[src/ccl_pkg.sv]
// Purpose: shared constants and types for the condition code logic
// Assumes: one clock, synchronous active-high reset
// Notes: flag order in every nibble is n, z, v, c from bit 3 down to bit 0
package ccl_pkg;

  // operand-size codes
  localparam logic [1:0] SIZE_BYTE = 2'h0;
  localparam logic [1:0] SIZE_WORD = 2'h1;
  localparam logic [1:0] SIZE_LONG = 2'h3;

  // flag control field
  localparam logic [1:0] FC_NOP = 2'h0;
  localparam logic [1:0] FC_LONG = 2'h1;
  localparam logic [1:0] FC_SIZE = 2'h2;
  localparam logic [1:0] FC_COPY = 2'h3;

  // flag load select
  localparam logic [1:0] LS_BYTE = 2'h0;
  localparam logic [1:0] LS_WORD = 2'h1;
  localparam logic [1:0] LS_LONG = 2'h2;
  localparam logic [1:0] LS_HOLD = 2'h3;

  // flag class codes
  localparam logic [1:0] CLS_ADD = 2'h0;
  localparam logic [1:0] CLS_SUB = 2'h1;
  localparam logic [1:0] CLS_CMP = 2'h2;
  localparam logic [1:0] CLS_LOG = 2'h3;

  // discrete register addresses
  localparam logic [7:0] ADR_RES_FLAGS_W = 8'hfd;
  localparam logic [7:0] ADR_RES_FLAGS = 8'hfe;
  localparam logic [7:0] ADR_STAT_FLAGS = 8'h7f;
  localparam logic [7:0] ADR_STAT_FLAGS_HI = 8'hff;

  // sign bit positions and flag reset value
  localparam int SIGN_BYTE = 7;
  localparam int SIGN_WORD = 15;
  localparam int SIGN_LONG = 31;
  localparam logic [3:0] FLAGS_RST = 4'h0;

  // microinstruction kinds
  typedef enum logic [2:0] {
    UOP_GENERAL,
    UOP_TRANSFER,
    UOP_LONG_FORM,
    UOP_MEM_REQ,
    UOP_DECODE,
    UOP_JUMP,
    UOP_MISC,
    UOP_PORT
  } ccl_uop_type;

  typedef struct packed {
    logic n;
    logic z;
    logic v;
    logic c;
  } ccl_flags_type;

  // alu indicators per slice
  typedef struct packed {
    logic [31:0] result;
    logic ovf_7;
    logic ovf_15;
    logic ovf_31;
    logic carry_8;
    logic carry_16;
    logic carry_32;
  } ccl_alu_ind_type;

endpackage

[src/ccl_condition_code_logic.sv]
// Purpose: result flags and status flags with load, copy and discrete access
// Assumes: all inputs come from logic on ref_clk_i; one microcycle per clock
// Notes: discrete reads are combinational muxes onto the d bus
`timescale 1ns/1ps
module ccl_condition_code_logic
  import ccl_pkg::*;
(
  // clock and reset
  input wire logic ref_clk_i,
  input wire logic rst_i,
  // microinstruction control
  input wire ccl_uop_type uop_kind_i,
  input wire logic [1:0] flag_field_i,
  input wire logic [7:0] disc_addr_i,
  input wire logic disc_write_i,
  input wire logic [1:0] size_reg_i,
  input wire logic legacy_mode_i,
  input wire logic class_decode_i,
  input wire logic [1:0] class_in_i,
  // alu indicators and result bus
  input wire ccl_alu_ind_type alu_ind_i,
  input wire logic [3:0] result_bus_i,
  // outputs
  output ccl_flags_type res_flags_o,
  output logic status_carry_skip_o,
  output logic [3:0] dbus_o,
  output logic dbus_en_o,
  output logic [1:0] op_size_o
);

  ccl_flags_type res_flags_ff;
  ccl_flags_type stat_flags_ff;
  logic [1:0] flag_class_code_ff;
  logic general_op;
  logic transfer_op;
  logic [1:0] nxt_size;
  logic [1:0] flag_load_sel;
  logic status_flag_copy_strobe;
  logic result_flag_write_en;
  logic status_flag_write_en;
  ccl_flags_type ind_flags;
  ccl_flags_type copy_flags;
  logic z_byte;
  logic z_word;
  logic z_long;

  ////////////////////////////////////////////////////////////////////////////
  // decode of the microinstruction
  // only these three kinds may touch any flag
  assign general_op = (uop_kind_i == UOP_GENERAL) || (uop_kind_i == UOP_TRANSFER) ||
                      (uop_kind_i == UOP_LONG_FORM);
  assign transfer_op = (uop_kind_i == UOP_TRANSFER);

  // operand-size code from the size register, or longword for the nop and long fields; longword forced to word in legacy mode
  always_comb begin
    nxt_size = size_reg_i;
    if (flag_field_i == FC_NOP || flag_field_i == FC_LONG) begin
      nxt_size = SIZE_LONG;
    end
    if (legacy_mode_i && nxt_size == SIZE_LONG) begin
      nxt_size = SIZE_WORD;
    end
  end
  assign op_size_o = nxt_size;

  // load select and copy strobe from the flag field
  always_comb begin
    flag_load_sel = LS_HOLD;
    status_flag_copy_strobe = 1'b0;
    if (general_op) begin
      unique case (flag_field_i)
        FC_NOP: flag_load_sel = LS_HOLD;
        FC_LONG: flag_load_sel = LS_LONG;
        FC_SIZE: begin
          // size code 10 is unused; treated as longword to stay defined
          unique case (nxt_size)
            SIZE_BYTE: flag_load_sel = LS_BYTE;
            SIZE_WORD: flag_load_sel = LS_WORD;
            default: flag_load_sel = LS_LONG;
          endcase
        end
        FC_COPY: begin
          flag_load_sel = LS_HOLD;
          status_flag_copy_strobe = 1'b1;
        end
      endcase
    end
  end

  // discrete register write enables
  assign result_flag_write_en = transfer_op && disc_write_i &&
    (disc_addr_i == ADR_RES_FLAGS_W || disc_addr_i == ADR_RES_FLAGS);
  assign status_flag_write_en = (uop_kind_i == UOP_GENERAL || transfer_op) &&
    disc_write_i &&
    (disc_addr_i == ADR_STAT_FLAGS || disc_addr_i == ADR_STAT_FLAGS_HI);

  ////////////////////////////////////////////////////////////////////////////
  // indicator selection
  assign z_byte = (alu_ind_i.result[7:0] == 8'h00);
  assign z_word = (alu_ind_i.result[15:8] == 8'h00);
  assign z_long = (alu_ind_i.result[31:16] == 16'h0000);

  always_comb begin
    ind_flags.n = alu_ind_i.result[SIGN_LONG];
    ind_flags.z = z_long & z_word & z_byte;
    ind_flags.v = alu_ind_i.ovf_31;
    ind_flags.c = alu_ind_i.carry_32;
    unique case (flag_load_sel)
      LS_BYTE: begin
        ind_flags.n = alu_ind_i.result[SIGN_BYTE];
        ind_flags.z = z_byte;
        ind_flags.v = alu_ind_i.ovf_7;
        ind_flags.c = alu_ind_i.carry_8;
      end
      LS_WORD: begin
        ind_flags.n = alu_ind_i.result[SIGN_WORD];
        ind_flags.z = z_word & z_byte;
        ind_flags.v = alu_ind_i.ovf_15;
        ind_flags.c = alu_ind_i.carry_16;
      end
      LS_LONG, LS_HOLD: begin
        // longword indicators already stand from the defaults above
      end
    endcase
  end

  // class mapping of result flags onto status flags
  always_comb begin
    copy_flags = res_flags_ff;
    unique case (flag_class_code_ff)
      CLS_ADD: copy_flags = res_flags_ff;
      CLS_SUB: copy_flags.c = ~res_flags_ff.c;
      CLS_CMP: begin
        copy_flags.n = res_flags_ff.n ^ res_flags_ff.v;
        copy_flags.v = 1'b0;
        copy_flags.c = ~res_flags_ff.c;
      end
      CLS_LOG: begin
        copy_flags.v = 1'b0;
        copy_flags.c = stat_flags_ff.c;
      end
    endcase
  end

  ////////////////////////////////////////////////////////////////////////////
  // flag class register
  always_ff @(posedge ref_clk_i) begin
    if (rst_i) begin
      flag_class_code_ff <= 2'h0;
    end else if (uop_kind_i == UOP_DECODE && class_decode_i) begin
      flag_class_code_ff <= class_in_i;
    end
  end

  // result flags; explicit write wins over indicator load
  always_ff @(posedge ref_clk_i) begin
    if (rst_i) begin
      res_flags_ff <= FLAGS_RST;
    end else if (result_flag_write_en) begin
      res_flags_ff <= result_bus_i;
    end else if (flag_load_sel != LS_HOLD) begin
      res_flags_ff <= ind_flags;
    end
  end

  // status flags
  always_ff @(posedge ref_clk_i) begin
    if (rst_i) begin
      stat_flags_ff <= FLAGS_RST;
    end else if (status_flag_write_en) begin
      stat_flags_ff <= result_bus_i;
    end else if (status_flag_copy_strobe) begin
      stat_flags_ff <= copy_flags;
    end
  end

  ////////////////////////////////////////////////////////////////////////////
  // skip conditions and d bus reads
  assign res_flags_o = res_flags_ff;
  assign status_carry_skip_o = stat_flags_ff.c;

  always_comb begin
    dbus_o = 4'h0;
    dbus_en_o = 1'b0;
    if (transfer_op && disc_addr_i == ADR_RES_FLAGS) begin
      dbus_o = res_flags_ff;
      dbus_en_o = 1'b1;
    end else if ((uop_kind_i == UOP_GENERAL || transfer_op) &&
                 (disc_addr_i == ADR_STAT_FLAGS || disc_addr_i == ADR_STAT_FLAGS_HI)) begin
      dbus_o = stat_flags_ff;
      dbus_en_o = 1'b1;
    end
  end
endmodule

[config.mk]
export PLATFORM = sky130hd
export DESIGN_NAME = ccl_condition_code_logic
export DESIGN_NICKNAME = d
export VERILOG_FILES = /design/src/ccl_pkg.sv /design/src/ccl_condition_code_logic.sv
export SDC_FILE = /design/constraint.sdc
export NUM_CORES = 1
export LEC_CHECK = 0
export CAP_MARGIN = 5
export CORE_MARGIN = 2
export CORE_UTILIZATION = 52
export DETAILED_ROUTE_END_ITERATION = 12
export DONT_BUFFER_PORTS = 1
export PLACE_DENSITY = 0.65
export SYNTH_ARGS = -nofsm -noshare
export SYNTH_HDL_FRONTEND = slang
export SYNTH_SLANG_ARGS = --single-unit
[constraint.sdc]
create_clock -name ref_clk_i -period 5.01 [get_ports ref_clk_i]
set_clock_uncertainty 0.2 [all_clocks]
set_input_delay 0.7515 -clock ref_clk_i [delete_from_list [all_inputs] [get_ports ref_clk_i]]
set_output_delay 0.7515 -clock ref_clk_i [all_outputs]
set_load 0.02 [all_outputs]
# Word level (Yosys, flattened, before mapping)
# Index checks and enable logic that the tools add are counted.
# op_classes
n_addsub	0
mul	0
n_div	0
n_lt_le_gt_ge	0
n_eq_ne	18
n_shift	0
n_mux	19
bitwise_logic	5
n_reduce_logical	27
# op_table
operator	count
$eq 8x8->1 const B	3
$mux 4	6
$logic_not 16->1	1
$logic_not 8->1	2
$eq 2x2->1 const B	5
$eq 2x1->1 const B	4
$eq 8x7->1 const B	1
$logic_and 1x1->1	8
$logic_not 2->1	4
$pmux 4 s2	1
$mux 1	6
$mux 2	3
$pmux 2 s3	1
$reduce_or 2->1	3
$logic_or 1x1->1	5
$ne 2x2->1 const B	2
$pmux 2 s2	1
$reduce_bool 2->1	2
$and 1x1->1	3
$eq 3x1->1 const B	1
$eq 3x2->1 const B	1
$eq 3x3->1 const B	1
$logic_not 3->1	1
$pmux 1 s2	1
3 further kinds	3
# totals
regBits	10
latchBits	0
ram_bits	0
mem_bits_ro	0
input_bits	64
wordCells	78
memories	0

# Longest topological paths before layout
# logic_depth
depth_word	14
mapped_depth	7

# Worst setup path after synthesis
# OpenSTA, ideal clock, no wires.
# synth_timing
path_kind	input port to output port
from	input uop_kind_i[2]
to	output dbus_o[0]
t_arrival_ps	2031
required_time_ps	4059
path_slack_ps	2028
stages	4
cell_sequence	or3b_4 > or3_1 > nor3_2 > a22o_1
# synth_between
elab_chain_len	5
word_cells_on_any_way	7
classes_between	eq/ne: 1; mux: 2; reduce/logical: 4
# synth_lines
item	line_no	source
from (decl)	ccl_condition_code_logic.sv:12	input wire ccl_uop_type uop_kind_i,
$eq 3x1->1 / $logic_not 3->1 (equally long branches)	ccl_condition_code_logic.sv:52, ccl_condition_code_logic.sv:188	
$logic_or 1x1->1	ccl_condition_code_logic.sv:188	end else if ((uop_kind_i == UOP_GENERAL || transfer_op) &&
$logic_and 1x1->1	ccl_condition_code_logic.sv:188	
$mux 4	ccl_condition_code_logic.sv:188	
$mux 4 *	ccl_condition_code_logic.sv:185	if (transfer_op && disc_addr_i == ADR_RES_FLAGS) begin
to (decl)	ccl_condition_code_logic.sv:26	output logic [3:0] dbus_o,
# Mark *: on every way between the ends. The rest lies on a longest branch, timed or not.

# Worst setup path after layout
# Ends and elaborated chain as after synthesis.

==> key figures <==
Status
  • Run status: completed

Die
  • Effective utilization at floorplan: 56.6%
  • Standard-cell row count: 14
  • I/O pin total: 76
  • Die Outline Area: 2020 um^2
  • Area of the placeable core: 1540 um^2
  • DIE WIDTH: 45.0 um
  • Chip height: 45.0 um

STA
  • Least-Margin Pin Slew: 571 ps
  • Total Negative Setup Slacks: 0 ps
  • Pins over their slew limit: 0
  • Number of endpoints failing setup at the final stage: 0
  • Setup slack after layout: 1940 ps
  • Hold violation count in the final report: 0
  • Normalized max-slew margin: 61.4%
  • RSZ-0062 raised after global routing: no
  • Max frequency: 326 MHz
  • Min Tclk post-route: 3070 ps
  • Final period util: 61.2%

Synthesis
  • Portion of the post-synthesis area used by sequential elements: 23.0%
  • Syn_nets: 178
  • Count of warnings emitted by yosys: 0
  • Yosys top cell area share: 23.0%
  • Syn avg cell area: 8.07 um^2
  • Gate Count Post-Synth: 108
  • Number of synthesized register bits: 10
  • Cells taking the most area after synthesis: sky130_fd_sc_hd__dfxtp_1 (23%), sky130_fd_sc_hd__ha_1 (8.6%), sky130_fd_sc_hd__a21oi_1 (5.7%)
  • Netlist area before placement: 872 um^2
  • Count of distinct cell types in the synthesized netlist: 35
  • Library cell with the largest summed area after synthesis: sky130_fd_sc_hd__dfxtp_1

Pwr
  • Proportion of power drawn by combinational gates: 16.4%
  • Leakage: 0.307 nW
  • Share of total power in the clock network: 32.3%
  • Sequential cell fraction of total power: 51.3%
  • Switching power summed over all nets: 0.0473 mW
  • Net Sw Frac: 28.1%
  • Power consumption: 0.168 mW
  • Internal Pwr Total: 0.121 mW
  • Max VDD drop: 0.147 mV
  • Power density cells: 185 nW/um^2

Worst setup path
  • Arrival time reported for the critical path endpoint: 2110 ps
  • Launching instance or port of the critical path: uop_kind_i[2]
  • Reg2reg setup slack: 3470 ps
  • Capturing point of the worst reg2reg path: status_carry_skip_o
  • FF-to-FF path depth: 5
  • Reg2Reg Launch Point: flag_class_code_ff[0]
  • End point of the critical path: dbus_o[0]
  • Crit path required time: 4060 ps
  • Crit Path Class: in -> out
  • Critical path capture point type: primary output
  • Startpoint type of the worst setup path: primary input
  • Critical path peak fanout: 4

Clock network
  • Buffer levels on the longest clock path: 2
  • TritonCTS clock tree: yes
  • Total CTS buffers: 3
  • Post-cts hold buffer count: 0
  • Number of sinks on the clock net: 10
  • Clk root buf: sky130_fd_sc_hd__clkbuf_4
  • Clock transition at the register clock pins on the worst setup and hold paths after CTS: 60 ps
  • Latest clock arrival within the worst-skew pair: 260 ps
  • # Post-CTS Setup Buffers: 0
  • H-Tree Level Count: 1
  • Gates resized, CTS repair: 0

Placement
  • Placement-stage cell area: 888 um^2
  • Worst setup slack after placement: 1930 ps
  • RePlAce Congestion: 0.788
  • Number of port buffers: 0
  • Final HPWL DP: 1.90 mm

Detailed routing
  • Routed wire per std cell: 17.7 um
  • Initial DRC count: 22
  • Total wirelength of the detailed-routed design: 2.23 mm
  • Number of nets with antenna violations after detailed routing: 0
  • Number of iterations in the first detailed-routing pass: 4
  • Vias per inst: 7.03
  • Post-route DRC violation count: 0
  • Vias: 886

GRT
  • Pin count of the biggest net entering global routing: 12
  • Number of antenna violations at the first check in global routing: 0
  • Wire length of the first global-routing pass: 3.32 mm
  • GR Util All Layers: 22.9%
  • Via count of the first global-routing pass: 793
  • Grt ovf: 0

Cells and area
  • Relative area change from synthesis to final layout: 4.45%
  • Cell area after layout: 911 um^2
  • Final #Nets: 182
  • Layout cell share with drive strength beyond 1: 7.27%
  • Diodes inserted: 0
  • Post-Route Utilization: 59.1%

Job
  • Number of max-capacitance violations reported: 0

Worst hold path
  • Worst min-delay path class: reg -> reg
kinds of logic after synthesis:
family                     share of synthesized area (%)
AOI/OAI and AO/OA                                   24.0
xor gates and xnor gates                            3.01
adders and majority gates                           8.61
buffers and inverters                               2.58
DFF                                                 23.0
muxes                                               2.44
and+or+nand+nor                                     36.4
power groups by stage:
stage	logic (mW)	registers, mW	clock network [mW]
final	0.0276	0.0864	0.0544
after global routing	0.0313	0.0866	0.0610
after CTS	0.0278	0.0864	0.0560
after detailed placement	0.0276	0.0882	0
after global placement	0.0270	0.0882	0
after floorplan	0.0247	0.0873	0
state kept, by name (all words and copies together), names as in the netlist:
name and flops:
status_carry_skip_o 1, flag_class_code_ff 2, res_flags_o 4, stat_flags_ff 3
stage by stage:
step	instances	hold WS [ps]
final	126	281
after global routing	126	312
after detailed placement	123	265
after floorplan	108	258
after CTS	126	277
after global placement	123	268
cell usage in the layout (no fill, tap or decap), drive strengths merged:
master	count
a21oi	10
nand2	10
dfxtp	10
nor4	10
nor2	9
ha	6
inv	5
nor3	5
a22o	4
nand3	4
or3	3
o21ai	3
a221oi	3
and3b	3
o32ai	3
clkbuf	3
o211ai	2
xnor2	2
nand2b	1
nand4	1
or3b	1
nor4b	1
a211oi	1
xor2	1
o311a	1
nor4bb	1
mux2i	1
nand3b	1
and4	1
o31a	1
a31oi	1
mux2	1
a311oi	1
cells in the mapped netlist (all sizes together):
master and count:
o31a 1, or3b 1, a21oi 10, nand4 1, nand3 4, and3b 3, and4 1, o32ai 3
o21ai 3, a211oi 1, dfxtp 10, or3 3, nand2 10, nor4 10, nor2 9, a22o 4
xnor2 2, o311a 1, inv 5, a311oi 1, mux2i 1, a31oi 1, nor4bb 1, o211ai 2
nand2b 1, a221oi 3, nor3 5, xor2 1, clkbuf 1, nand3b 1, mux2 1, ha 6
nor4b 1
worst max-delay path: stages:
cell                     delay [ps]
sky130_fd_sc_hd__or3b_4         410
sky130_fd_sc_hd__or3_1          360
sky130_fd_sc_hd__nor3_2         280
sky130_fd_sc_hd__a22o_1         310
cell type report:
type                       count  area (um^2)
sequential                    10          200
tap                           16         20.0
clock buffer                   3         22.5
multi-input combinational     92          649
inverter                       5         18.8
fill                         160          631
worst min-delay path by stage:
stage,from,to,slack (ps),depth (start not counted)
3_3_place_gp,stat_flags_ff[2],stat_flags_ff[2],270,2
2_1_floorplan,stat_flags_ff[2],stat_flags_ff[2],260,2
6_report,stat_flags_ff[2],stat_flags_ff[2],280,2
5_1_grt,stat_flags_ff[2],stat_flags_ff[2],310,2
4_1_cts,stat_flags_ff[2],stat_flags_ff[2],280,2
3_5_place_dp,stat_flags_ff[2],stat_flags_ff[2],270,2
routing by layer:
metal | vias to the layer above | routed length [um] | track usage [%] | part of all wire (%)
met4 | 0 | 18 | 5.29 | 0.81
li1 | 430 | - | - | -
met1 | 388 | 856 | 26.8 | 38
met3 | 2 | 250 | 8.00 | 11
met5 | - | 0 | 0 | 0
met2 | 66 | 1100 | 39.7 | 49
Note: power is estimated with default switching activity, not from simulation.
